<file path="config.mk">
export PLATFORM = sky130hd
export DESIGN_NAME = drill_motor_charger_control
export DESIGN_NICKNAME = d
export VERILOG_FILES = /design/src/verilog/drill_pkg.sv /design/src/verilog/drill_motor_charger_control.sv
export VERILOG_INCLUDE_DIRS = /design/src /design/src/verilog
export SDC_FILE = /design/constraint.sdc
export NUM_CORES = 1
export LEC_CHECK = 0
export BUFFER_PORTS_ARGS = -buffer_cell sky130_fd_sc_hd__buf_2
export CORE_ASPECT_RATIO = 0.7
export CORE_MARGIN = 2
export CORE_UTILIZATION = 55
export DETAILED_ROUTE_END_ITERATION = 10
export GPL_TIMING_DRIVEN = 0
export PLACE_DENSITY_LB_ADDON = 0.3
export SLEW_MARGIN = 10
export SYNTH_ARGS = -nofsm -noshare
export SYNTH_HDL_FRONTEND = slang
export SYNTH_SLANG_ARGS = --single-unit
</file>
<file path="constraint.sdc">
create_clock -name pclk -period 19 [get_ports pclk]
set_input_delay 4.75 -clock pclk [delete_from_list [all_inputs] [get_ports pclk]]
set_output_delay 4.75 -clock pclk [all_outputs]
set_load 0.02 [all_outputs]
</file>
<file path="src/verilog/drill_params.svh">
// timing, offsets and reset values of the drill controller
`ifndef DRILL_PARAMS_SVH
`define DRILL_PARAMS_SVH
`define CLK_HZ        25000000
`define OSC_HZ        5529600
`define PWM_HZ        100
`define RETRY_MS      10
`define SLOPE_S       32
`define DAMAGE_S      60
`define WAKE_MS       1000
`define RAMP_MS       4
`define BLINK_MS      250
`define INIT_MS       1
`define OFS_DUTY      8'h00
`define OFS_THR_LO    8'h04
`define OFS_THR_HI    8'h08
`define OFS_STATUS    8'h0C
`define DUTY_RST      32'h00FF_A050
`define MV_PER_LSB    5
`define LOW_MV        13800
`define OFF_MV        12000
`define FULL_MV       19800
`define DMG_MV        20400
`define CHG_MV        16000
`define ST_FAULT_BIT  9
`define ST_DMG_BIT    10
`define ST_FULL_BIT   11
`define ST_LOW_BIT    12
`define ST_DUTY_LSB   16
`endif

</file>
<file path="src/verilog/drill_pkg.sv">
// types shared by the drill controller
package drill_pkg;
    typedef struct packed {
        logic [7:0] rsv;
        logic [7:0] high;
        logic [7:0] med;
        logic [7:0] low;
    } duty_cfg_t;
    typedef struct packed {
        logic [3:0]  rsv1;
        logic [11:0] b;
        logic [3:0]  rsv0;
        logic [11:0] a;
    } thr_t;
    typedef enum logic [8:0] {
        S_INIT   = 9'h001,
        S_IDLE   = 9'h002,
        S_RUN    = 9'h004,
        S_FAULT  = 9'h008,
        S_CHARGE = 9'h010,
        S_DMG    = 9'h020,
        S_HALT   = 9'h040,
        S_SHUT   = 9'h080,
        S_SPARE  = 9'h100
    } state_t;
endpackage : drill_pkg

</file>
<file path="src/verilog/drill_motor_charger_control.sv">
// drill motor pwm and battery charger controller with apb registers
`timescale 1ns/1ps
`include "drill_params.svh"
// What this block does
// - motor pwm at fixed 100Hz
// - all intervals derived from system clock
// - sample battery slope every 32 s
// - negative slope drives charger output low
// - motor and charger never together
// - three duty levels from speed switch
// - separate battery and motor leds
// - overcurrent comparator stops pwm at once
// - retry pwm every 10 ms
// - blink motor led on failed retry
// - reset initialises all timers and ports
// - measure battery, update flags after init
// - out of limits: damage flag, 60 s charge
// - trigger with charge runs selected speed
// - track speed switch and trigger while running
// - pwm off on release or empty battery
// - idle motor: charge if charger, not full
// - no charger or full: off, halt
// - leave halt on wake timeout or trigger
// - low battery led at or below 13.8V
// - shut down at 12V
// - ramp duty up to selected level
module drill_motor_charger_control #(
    parameter int MS_CYC  = `CLK_HZ / 1000,
    parameter int PWM_CYC = `CLK_HZ / `PWM_HZ
) (
    input  wire logic        pclk,
    input  wire logic        presetn,
    input  wire logic        psel,
    input  wire logic        penable,
    input  wire logic        pwrite,
    input  wire logic [7:0]  paddr,
    input  wire logic [31:0] pwdata,
    output logic      [31:0] prdata,
    output logic             pready,
    output logic             pslverr,
    input  wire logic        trigger_input,
    input  wire logic [1:0]  speed_sel,
    input  wire logic        current_sense_input,
    input  wire logic [11:0] batt_code,
    input  wire logic [11:0] chg_code,
    output logic             motor_pwm_out,
    output logic             charger_out,
    output logic             battery_led_out,
    output logic             motor_led_out,
    output logic             low_battery_led
);
    localparam int PW = $clog2(PWM_CYC + 1);
    localparam int MW = $clog2(MS_CYC + 1);
    localparam logic [PW-1:0] STEP = PW'(PWM_CYC / 256);
    localparam logic [15:0] T_RETRY = 16'(`RETRY_MS);
    localparam logic [15:0] T_SLOPE = 16'(`SLOPE_S * 1000);
    localparam logic [15:0] T_DMG   = 16'(`DAMAGE_S * 1000);
    localparam logic [15:0] T_WAKE  = 16'(`WAKE_MS);
    localparam logic [15:0] T_INIT  = 16'(`INIT_MS);
    localparam logic [2:0]  T_RAMP  = 3'(`RAMP_MS);
    localparam logic [7:0]  T_BLINK = 8'(`BLINK_MS);
    localparam logic [11:0] C_LOW  = 12'(`LOW_MV / `MV_PER_LSB);
    localparam logic [11:0] C_OFF  = 12'(`OFF_MV / `MV_PER_LSB);
    localparam logic [11:0] C_FULL = 12'(`FULL_MV / `MV_PER_LSB);
    localparam logic [11:0] C_DMG  = 12'(`DMG_MV / `MV_PER_LSB);
    localparam logic [11:0] C_CHG  = 12'(`CHG_MV / `MV_PER_LSB);

    if (PWM_CYC < 256 || MS_CYC < 2 || PWM_CYC >= 2**24) begin : g_bad
        $error("pwm or ms period out of range");
    end

    // synchroniser: trigger, speed[1:0], comparator
    logic [3:0] s1_r, s2_r, s3_r, filt_r, filt_nxt;
    logic [MW-1:0] ms_r, ms_nxt;
    logic       tick;

    always_comb begin
        filt_nxt = filt_r;
        // a change counts only once stages 2 and 3 agree
        for (int i = 0; i < 4; i++) begin
            if (s2_r[i] == s3_r[i]) begin
                filt_nxt[i] = s3_r[i];
            end
        end
        tick   = (ms_r == MW'(MS_CYC - 1));
        ms_nxt = tick ? '0 : ms_r + MW'(1);
    end

    always_ff @(posedge pclk or negedge presetn) begin
        if (!presetn) begin
            s1_r   <= 4'h0;
            s2_r   <= 4'h0;
            s3_r   <= 4'h0;
            filt_r <= 4'h0;
            ms_r   <= '0;
        end else begin
            s1_r   <= {current_sense_input, speed_sel, trigger_input};
            s2_r   <= s1_r;
            s3_r   <= s2_r;
            filt_r <= filt_nxt;
            ms_r   <= ms_nxt;
        end
    end

    logic       trig, oc;
    logic [1:0] spd;
    assign trig = filt_r[0];
    assign spd  = filt_r[2:1];
    assign oc   = filt_r[3];

    // apb slave: zero wait states, read data caught in setup
    drill_pkg::duty_cfg_t duty_cfg_r, duty_cfg_nxt;
    drill_pkg::thr_t      thr_lo_r, thr_lo_nxt;
    drill_pkg::thr_t      thr_hi_r, thr_hi_nxt;
    logic [31:0] rd_r, rd_nxt, status;
    logic        err_r, err_nxt;

    function automatic logic mapped(input logic [7:0] a);
        mapped = (a == `OFS_DUTY) || (a == `OFS_THR_LO) ||
                 (a == `OFS_THR_HI) || (a == `OFS_STATUS);
    endfunction : mapped

    assign pready  = psel & penable;
    assign prdata  = rd_r;
    assign pslverr = err_r & psel & penable;

    always_comb begin
        duty_cfg_nxt = duty_cfg_r;
        thr_lo_nxt   = thr_lo_r;
        thr_hi_nxt   = thr_hi_r;
        rd_nxt       = rd_r;
        err_nxt      = err_r;
        if (psel && !penable) begin
            err_nxt = !mapped(paddr) || (pwrite && paddr == `OFS_STATUS);
            case (paddr)
                `OFS_DUTY:   rd_nxt = {8'h00, duty_cfg_r[23:0]};
                `OFS_THR_LO: rd_nxt = thr_lo_r;
                `OFS_THR_HI: rd_nxt = thr_hi_r;
                `OFS_STATUS: rd_nxt = status;
                default:     rd_nxt = 32'h0000_0000;
            endcase
        end
        if (psel && penable && pwrite && !err_r) begin
            case (paddr)
                `OFS_DUTY:   duty_cfg_nxt = {8'h00, pwdata[23:0]};
                `OFS_THR_LO: thr_lo_nxt = pwdata & 32'h0FFF_0FFF;
                `OFS_THR_HI: thr_hi_nxt = pwdata & 32'h0FFF_0FFF;
                default:     ;
            endcase
        end
    end

    always_ff @(posedge pclk or negedge presetn) begin
        if (!presetn) begin
            duty_cfg_r <= `DUTY_RST;
            thr_lo_r   <= {4'h0, C_OFF, 4'h0, C_LOW};
            thr_hi_r   <= {4'h0, C_DMG, 4'h0, C_FULL};
            rd_r       <= 32'h0000_0000;
            err_r      <= 1'b0;
        end else begin
            duty_cfg_r <= duty_cfg_nxt;
            thr_lo_r   <= thr_lo_nxt;
            thr_hi_r   <= thr_hi_nxt;
            rd_r       <= rd_nxt;
            err_r      <= err_nxt;
        end
    end

    function automatic logic [7:0] duty_for(input logic [1:0] s,
                                            input drill_pkg::duty_cfg_t c);
        case (s)
            2'h2:    duty_for = c.med;
            2'h3:    duty_for = c.high;
            default: duty_for = c.low;
        endcase
    endfunction : duty_for

    // control state machine and timers
    drill_pkg::state_t st_r, st_nxt;
    logic [15:0]   tmr_r, tmr_nxt;
    logic [PW-1:0] pc_r, pc_nxt;
    logic [7:0]    duty_r, duty_nxt, target;
    logic [2:0]    ramp_r, ramp_nxt;
    logic [7:0]    bc_r, bc_nxt;
    logic          blink_r, blink_nxt;
    logic [11:0]   vprev_r, vprev_nxt;
    logic          fault_r, fault_nxt, dmg_r, dmg_nxt;
    logic          full_r, full_nxt, trip_r, trip_nxt;
    logic          pwm_nxt, chg_nxt, bled_nxt, mled_nxt, low_nxt;
    logic          chg_ok, full_now, empty, out_lim, wrap, run_n;

    assign target   = duty_for(spd, duty_cfg_r);
    assign chg_ok   = chg_code >= C_CHG;
    assign empty    = batt_code <= thr_lo_r.b;
    assign full_now = full_r || batt_code >= thr_hi_r.a;
    assign out_lim  = batt_code < thr_lo_r.b || batt_code > thr_hi_r.b;
    assign wrap     = (pc_r == PW'(PWM_CYC - 1));
    assign status   = {3'h0, 1'b0, 4'h0, duty_r, 3'h0, low_battery_led,
                       full_r, dmg_r, fault_r, st_r};

    always_comb begin
        st_nxt    = st_r;
        tmr_nxt   = tick ? tmr_r + 16'h0001 : tmr_r;
        duty_nxt  = duty_r;
        ramp_nxt  = ramp_r;
        vprev_nxt = vprev_r;
        fault_nxt = fault_r;
        dmg_nxt   = dmg_r;
        full_nxt  = full_r;
        trip_nxt  = trip_r;
        // full flag rearms once the pack has run low again
        if (batt_code <= thr_lo_r.a) begin
            full_nxt = 1'b0;
        end
        case (st_r)
            drill_pkg::S_INIT: begin
                if (tmr_r == T_INIT) begin
                    if (out_lim) begin
                        dmg_nxt = 1'b1;
                        st_nxt  = drill_pkg::S_DMG;
                    end else begin
                        st_nxt = drill_pkg::S_IDLE;
                    end
                end
            end
            drill_pkg::S_IDLE: begin
                if (!out_lim) begin
                    dmg_nxt = 1'b0;
                end
                if (empty) begin
                    st_nxt = drill_pkg::S_SHUT;
                end else if (trig) begin
                    duty_nxt = 8'h00;
                    ramp_nxt = 3'h0;
                    trip_nxt = 1'b0;
                    st_nxt   = drill_pkg::S_RUN;
                end else if (chg_ok && !full_now) begin
                    vprev_nxt = batt_code;
                    st_nxt    = drill_pkg::S_CHARGE;
                end else begin
                    st_nxt = drill_pkg::S_HALT;
                end
            end
            drill_pkg::S_RUN: begin
                if (!trig || empty) begin
                    st_nxt = drill_pkg::S_IDLE;
                end else if (oc) begin
                    fault_nxt = 1'b1;
                    trip_nxt  = 1'b1;
                    st_nxt    = drill_pkg::S_FAULT;
                end else begin
                    // speed drop follows at once, rises are ramped
                    if (duty_r > target) begin
                        duty_nxt = target;
                    end else if (tick && duty_r < target) begin
                        ramp_nxt = ramp_r + 3'h1;
                        if (ramp_r == T_RAMP - 3'h1) begin
                            ramp_nxt = 3'h0;
                            duty_nxt = duty_r + 8'h01;
                        end
                    end
                    // after a retry, the second whole clean period clears the fault indication
                    if (wrap) begin
                        if (!trip_r) begin
                            fault_nxt = 1'b0;
                        end
                        trip_nxt = 1'b0;
                    end
                end
            end
            drill_pkg::S_FAULT: begin
                if (!trig) begin
                    st_nxt = drill_pkg::S_IDLE;
                end else if (tmr_r == T_RETRY) begin
                    duty_nxt = target;
                    st_nxt   = drill_pkg::S_RUN;
                end
            end
            drill_pkg::S_CHARGE: begin
                if (trig) begin
                    st_nxt = drill_pkg::S_IDLE;
                end else if (!chg_ok || full_now) begin
                    st_nxt = drill_pkg::S_HALT;
                end else if (tmr_r == T_SLOPE) begin
                    tmr_nxt   = 16'h0000;
                    vprev_nxt = batt_code;
                    if (batt_code < vprev_r) begin
                        full_nxt = 1'b1;
                        st_nxt   = drill_pkg::S_HALT;
                    end
                end
            end
            drill_pkg::S_DMG: begin
                if (tmr_r == T_DMG) begin
                    st_nxt = drill_pkg::S_IDLE;
                end
            end
            drill_pkg::S_HALT: begin
                if (trig || tmr_r == T_WAKE) begin
                    st_nxt = drill_pkg::S_IDLE;
                end
            end
            drill_pkg::S_SHUT: begin
                if (chg_ok && !full_now) begin
                    vprev_nxt = batt_code;
                    st_nxt    = drill_pkg::S_CHARGE;
                end
            end
            default: st_nxt = drill_pkg::S_INIT;
        endcase
        if (st_nxt != st_r) begin
            tmr_nxt = 16'h0000;
        end
        run_n  = (st_nxt == drill_pkg::S_RUN);
        pc_nxt = (!run_n || st_r != drill_pkg::S_RUN || wrap) ? '0 : pc_r + PW'(1);
    end

    // led blink and registered pin outputs
    always_comb begin
        bc_nxt    = tick ? bc_r + 8'h01 : bc_r;
        blink_nxt = blink_r;
        if (tick && bc_r == T_BLINK - 8'h01) begin
            bc_nxt    = 8'h00;
            blink_nxt = !blink_r;
        end
        // comparator gates the edge directly, no wait for the fsm
        pwm_nxt  = run_n && !oc && (pc_nxt < PW'(duty_nxt) * STEP);
        chg_nxt  = (st_nxt == drill_pkg::S_CHARGE ||
                    st_nxt == drill_pkg::S_DMG) && !run_n;
        bled_nxt = dmg_nxt ? blink_r : chg_nxt;
        mled_nxt = fault_nxt ? blink_r : run_n;
        low_nxt  = batt_code <= thr_lo_r.a;
    end

    always_ff @(posedge pclk or negedge presetn) begin
        if (!presetn) begin
            st_r            <= drill_pkg::S_INIT;
            tmr_r           <= 16'h0000;
            pc_r            <= '0;
            duty_r          <= 8'h00;
            ramp_r          <= 3'h0;
            bc_r            <= 8'h00;
            blink_r         <= 1'b0;
            vprev_r         <= 12'h000;
            fault_r         <= 1'b0;
            dmg_r           <= 1'b0;
            full_r          <= 1'b0;
            trip_r          <= 1'b0;
            motor_pwm_out   <= 1'b0;
            charger_out     <= 1'b0;
            battery_led_out <= 1'b0;
            motor_led_out   <= 1'b0;
            low_battery_led <= 1'b0;
        end else begin
            st_r            <= st_nxt;
            tmr_r           <= tmr_nxt;
            pc_r            <= pc_nxt;
            duty_r          <= duty_nxt;
            ramp_r          <= ramp_nxt;
            bc_r            <= bc_nxt;
            blink_r         <= blink_nxt;
            vprev_r         <= vprev_nxt;
            fault_r         <= fault_nxt;
            dmg_r           <= dmg_nxt;
            full_r          <= full_nxt;
            trip_r          <= trip_nxt;
            motor_pwm_out   <= pwm_nxt;
            charger_out     <= chg_nxt;
            battery_led_out <= bled_nxt;
            motor_led_out   <= mled_nxt;
            low_battery_led <= low_nxt;
        end
    end
endmodule : drill_motor_charger_control

</file>
# After elaboration in Yosys (flattened, before gate mapping)
# Index checks and enable logic that the tools add are counted.
# totals
register_bits,220
elab_cells,215
# classes
addsub,6
multipliers,1
order_cmp,10
n_eq_ne,42
n_mux,77
n_bitwise,3
reduce_logical,42
# op_table
operator,n
28-bit case mux with 4 select lines,1
9-bit two-way mux,12
16-bit two-way mux,6
8-bit two-way mux,12
12-bit two-way mux,6
9-bit case mux with 8 select lines,1
12-bit case mux with 3 select lines,1
12-bit less-or-equal comparator,2
12-bit less-than comparator,2
8-bit case mux with 3 select lines,1
1-bit two-way mux,21
3-bit two-way mux,7
"2-bit inequality test, second input constant",10
"18-bit by 1-bit adder with 18-bit output, second input constant",1
"18-bit equality test, second input constant",1
"9-bit by 3-bit equality test with 1-bit output, second input constant",2
"9-bit by 5-bit equality test with 1-bit output, second input constant",2
"9-bit by 6-bit equality test with 1-bit output, second input constant",2
18-bit less-than comparator,1
18-bit two-way mux,1
"16-bit by 1-bit adder with 16-bit output, second input constant",1
"8-bit by 1-bit adder with 8-bit output, second input constant",2
"16-bit by 1-bit equality test with 1-bit output, second input constant",1
"16-bit by 10-bit equality test with 1-bit output, second input constant",1
43 further kinds,84

# Longest topological paths before layout
# depth
word_depth,15
mapped_depth,34
ltp_nobuf,32

# Worst setup path before layout
# OpenSTA, ideal clock, no wires.
# synth_timing
kind,in2reg
start,input batt_code[1]
end,register motor_pwm_out
setup_ns,0.077
arrival_ns,10.711
path_slack_ns,8.212
path_stages,28
cell_sequence,ha_1 -> nor2b_1 -> o211ai_1 -> a21oi_1 -> o31a_1 -> and3_1 -> clkbuf_1 -> a211oi_1 -> a21oi_1 -> o21a_1 -> fa_1 -> inv_1 -> fa_1 -> inv_1 -> fa_1 -> inv_1 -> fa_1 -> a21o_1 -> a21oi_1 -> o21bai_1 -> a21oi_1 -> o21ai_0 -> xnor2_1 -> ha_1 -> a21o_1 -> a211oi_1 -> o211ai_1 -> a21oi_1
# synth_via
elab_chain_cells,15
elab_cells_between_ends,35
cone_classes,mul: 1; order compare: 6; eq/ne: 1; mux: 16; reduce/logical: 11
# synth_rtl
element,line,text
start: declaration,drill_motor_charger_control.sv:44,"input wire logic [11:0] batt_code,"
branches (longest 14 deep; another with 18-bit less-than comparator),--,
1-bit logical AND *,drill_motor_charger_control.sv:327,pwm_nxt = run_n && !oc && (pc_nxt < PW'(duty_nxt) * STEP);
named net pwm_nxt,drill_motor_charger_control.sv:189,"logic pwm_nxt, chg_nxt, bled_nxt, mled_nxt, low_nxt;"
end signal: assignment,drill_motor_charger_control.sv:367,motor_pwm_out <= pwm_nxt;
end: declaration,drill_motor_charger_control.sv:46,"output logic motor_pwm_out,"
# Mark *: on every way through the listed nets, which the timed path passes.
# A chain may end at the register's enable or synchronous reset.

# Final worst setup path
# layout_timing
start,input batt_code[1]
end,register motor_pwm_out
# layout_via
elab_cells_between_ends,35
cone_classes,mul: 1; order compare: 6; eq/ne: 1; mux: 16; reduce/logical: 11
# layout_lines
element,line,text
12-bit less-or-equal comparator *,drill_motor_charger_control.sv:194,assign empty = batt_code <= thr_lo_r.b;
1-bit logical OR,drill_motor_charger_control.sv:245,if (!trig || empty) begin
8-bit two-way mux,drill_motor_charger_control.sv:245,
8-bit case mux with 3 select lines *,drill_motor_charger_control.sv:215,case (st_r)
named net duty_nxt[3],drill_motor_charger_control.sv:182,"logic [7:0] duty_r, duty_nxt, target;"
8-bit by 6-bit multiplier with 14-bit output *,drill_motor_charger_control.sv:327,
18-bit less-than comparator *,drill_motor_charger_control.sv:327,
1-bit logical AND *,drill_motor_charger_control.sv:327,
named net pwm_nxt,drill_motor_charger_control.sv:189,
# Mark *: on every way through the listed nets, which the timed path passes. The rest lies on a longest branch.

==> summary.txt <==
Status
  – Outcome: completed

Timing
  – Setup repair after global routing missed its margin: no
  – Max frequency: 87.4 MHz
  – Worst Skew: 0.0191 ns
  – Worst Tran Pin Value: 1.28 ns
  – Slew Limit Fails: 0
  – Post-Route Setup TNS: 0 ns
  – Final hold slack: 0.354 ns
  – Min Tclk post-route: 11.44 ns
  – Slew HR: 14.5%
  – Final setup fails: 0
  – Final hold vios: 0
  – Tcrit/Tclk final: 60.2%

Finish
  – # diodes: 0
  – Fin util: 64.2%
  – Synth-to-Final Area Change: 13.4%
  – Share of post-route cells with drive strength above 1: 15.4%
  – Fin nets: 1678
  – Post-route cell area: 14700 sq um

Logic synthesis
  – Synth Warn #: 0
  – Synth top area share: 34.3%
  – Number of flops mapped to enable cells by yosys: 0
  – Synth top area cells: dfrtp_1 34%, ha_1 11%, dfstp_2 7.7%
  – Sequential-to-total area share from yosys stat: 42.0%
  – Post-synth top cells: 178 x dfrtp_1, 131 x nand2_1, 118 x inv_1
  – Post-synthesis xor/xnor area fraction: 3.71%
  – Post-synth top area cell: dfrtp_1
  – Count leader, synth: dfrtp_1
  – FF+latch count, synth: 216
  – Post-synthesis cell type count: 76
  – Post-Synthesis Cell Area: 13000 sq um
  – Simple-Gate Fraction of Synth Area: 15.9%
  – Main combinational cell family by area after synthesis: simple AND/OR/NAND/NOR gates
  – Synthesized-area fraction occupied by adder cells: 14.4%
  – Post-synthesis async set-or-reset flop share: 100%
  – Synth Area in Compound Gates: 13.9%
  – Mean Syn Cell Area: 9.65 sq um
  – Gate Count Post-Synth: 1344
  – Multiplexer share of the synthesized area: 4.85%
  – Dominant synthesized flop cell: dfrtp_1

Hold path
  – Min-delay worst type: flop to flop

Clock tree
  – Setup Fix Bufs, Post-CTS: 0
  – Cts repair resizes: 0
  – Worst skew pair latency: 0.52 ns
  – CTS Buf Count: 23
  – H-tree Lvls: 1
  – CTS max path bufs: 3
  – CTS Root Cell: clkbuf_16
  – CTS tree: done
  – Hold buffer count at CTS: 0
  – Num Clock Sinks: 216
  – Clock transition at path regs: 0.06 ns

Worst setup path
  – Crit Path Class: primary input to flop
  – Crit path buf inv count: 3
  – Startpoint types: primary input
  – Crit path DAT: 11.86 ns
  – Critical Path End Type: flop
  – Max incr delay on CP: 0.85 ns
  – Most used cell, CP: a21oi_1
  – CP required: 19.43 ns
  – Worst-path cell with the longest stage delay: o31ai_1
  – Crit-path leading delay family: compound AO/OA/AOI/OAI gates
  – Worst Path Max Fanout: 7

Detailed routing
  – First-pass DRT Iterations: 5
  – DR vias/cell: 6.02
  – Via count: 10800
  – DR DRC count: 0
  – Final WL: 34500 microns
  – Drt wl/cell: 19.2 microns
  – Post-DRT Antenna Nets: 0
  – 1st-iter DRT viols: 1183

Global route
  – Tot GR Track Use: 28.2%
  – First-pass GRT wire length: 55900 microns
  – Number of global-route vias before repair: 10400
  – Gr ovfl total: 0
  – Antenna violations before repair: 1
  – Largest net degree at the start of global routing: 112

Die
  – Core area: 22900 sq um
  – IO Count: 112
  – Die height: 132 microns
  – Starting Density: 56.6%
  – Die extent in x: 188 microns
  – DIE AREA: 24800 sq um
  – Row count: 46

Pwr
  – Worst vdd ir: 52.4 uV
  – Pleak: 7.10 nW
  – Pwr per Cell Area: 75.5 nW/um^2

Placed design
  – Placed cell area: 13900 sq um
  – Routability cong.: 0.926
  – Hpwl dp: 26000 microns
  – IO buf count: 96

Job
  – Max-cap violations: 0
==> cell usage in the layout (no fill, tap or decap), types with 7 or more instances in the layout <==
cell	instances
dfrtp_1	178
nand2_1	131
inv_1	118
ha_1	117
nor2_1	107
buf_2	95
o21ai_0	91
a21oi_1	47
nand3_1	44
clkbuf_1	44
dfstp_2	38
a22oi_1	35
xor2_1	33
nor3_1	31
mux2_2	30
nand4_1	28
clkbuf_16	23
xnor2_1	22
and3_1	19
fa_1	18
a21o_1	17
a31oi_1	17
nor2b_1	13
nand2b_1	10
mux2i_1	10
a22o_1	10
a211oi_1	8
mux4_2	8
o211ai_1	7
o21ai_1	7
nor4_1	7
==> kinds of logic after synthesis <==
| group | count (synthesis) |
|---|---|
| mux | 49 |
| flops | 216 |
| xor+xnor | 55 |
| buf+inv | 170 |
| other cells | 1 |
| fa+ha+maj | 139 |
| compound gates | 284 |
| simple gates | 430 |
==> metal layers <==
| metal | up-vias | global-route usage, % | part of all wire (%) |
|---|---|---|---|
| met5 | - | 0 | 0 |
| met2 | 542 | 39.3 | 40 |
| li1 | 4990 | - | - |
| met4 | 0 | 4.29 | 1.5 |
| met3 | 50 | 7.27 | 11 |
| met1 | 5236 | 44.8 | 48 |
==> layout make-up <==
type	count	area, sq um
Fill cell	1925	8210
Timing Repair Buffer	97	518
Clock inverter	8	125
Tap cell	312	390
Buffer	52	221
Sequential cell	216	5450
Multi-Input combinational cell	962	6880
Inverter	118	443
Clock buffer	33	673
==> worst reg2reg max path, delay by kind of cell, from the launching register on <==
kind                       cells  cell delay (ns)
xor gates and xnor gates       1             0.14
DFF                            1             0.32
AOI/OAI and AO/OA             14             3.18
buffers and inverters          3             0.68
muxes                          1             0.38
adders and majority gates      6             2.28
and+or+nand+nor                6             1.23
==> sequential cells by signal (all words and copies together) (netlist names), 3 cells and up <==
register    cells
pc_r           18
s3_r            4
bc_r            8
s1_r            4
duty_r          8
duty_cfg_r     24
ramp_r          3
filt_r          4
tmr_r          16
st_r            9
vprev_r        12
thr_hi_r       24
thr_lo_r       24
prdata         28
s2_r            4
ms_r           15
==> where the power goes <==
group | internal, mW | total, mW | switching [mW]
Combinational | 0.0524 | 0.143 | 0.0902
Sequential | 0.481 | 0.493 | 0.0120
Clock | 0.287 | 0.475 | 0.188
Total | 0.820 | 1.11 | 0.290
==> stage by stage <==
stage	total power, mW	instances	worst slack [ns]
6_report	1.11	1798	7.56
5_1_grt	1.16	1798	7.05
4_1_cts	1.11	1798	7.63
3_3_place_gp	0.634	1756	7.21
2_1_floorplan	0.585	1348	8.21
3_5_place_dp	0.641	1757	7.14
==> worst paths after layout <==
check | from | cells after the start | slack [ns] | to
max | batt_code[1] | 28 | 7.56 | motor_pwm_out
min in group asynchronous | presetn | 1 | 4.28 | prdata[26]
min | s1_r[0] | 0 | 0.35 | s2_r[0]
min reg2reg | s1_r[0] | 0 | 0.35 | s2_r[0]
max in group asynchronous | presetn | 2 | 13.63 | tmr_r[9]
max reg2reg | filt_r[1] | 31 | 10.68 | motor_pwm_out
(Power assumes the default switching activity.)
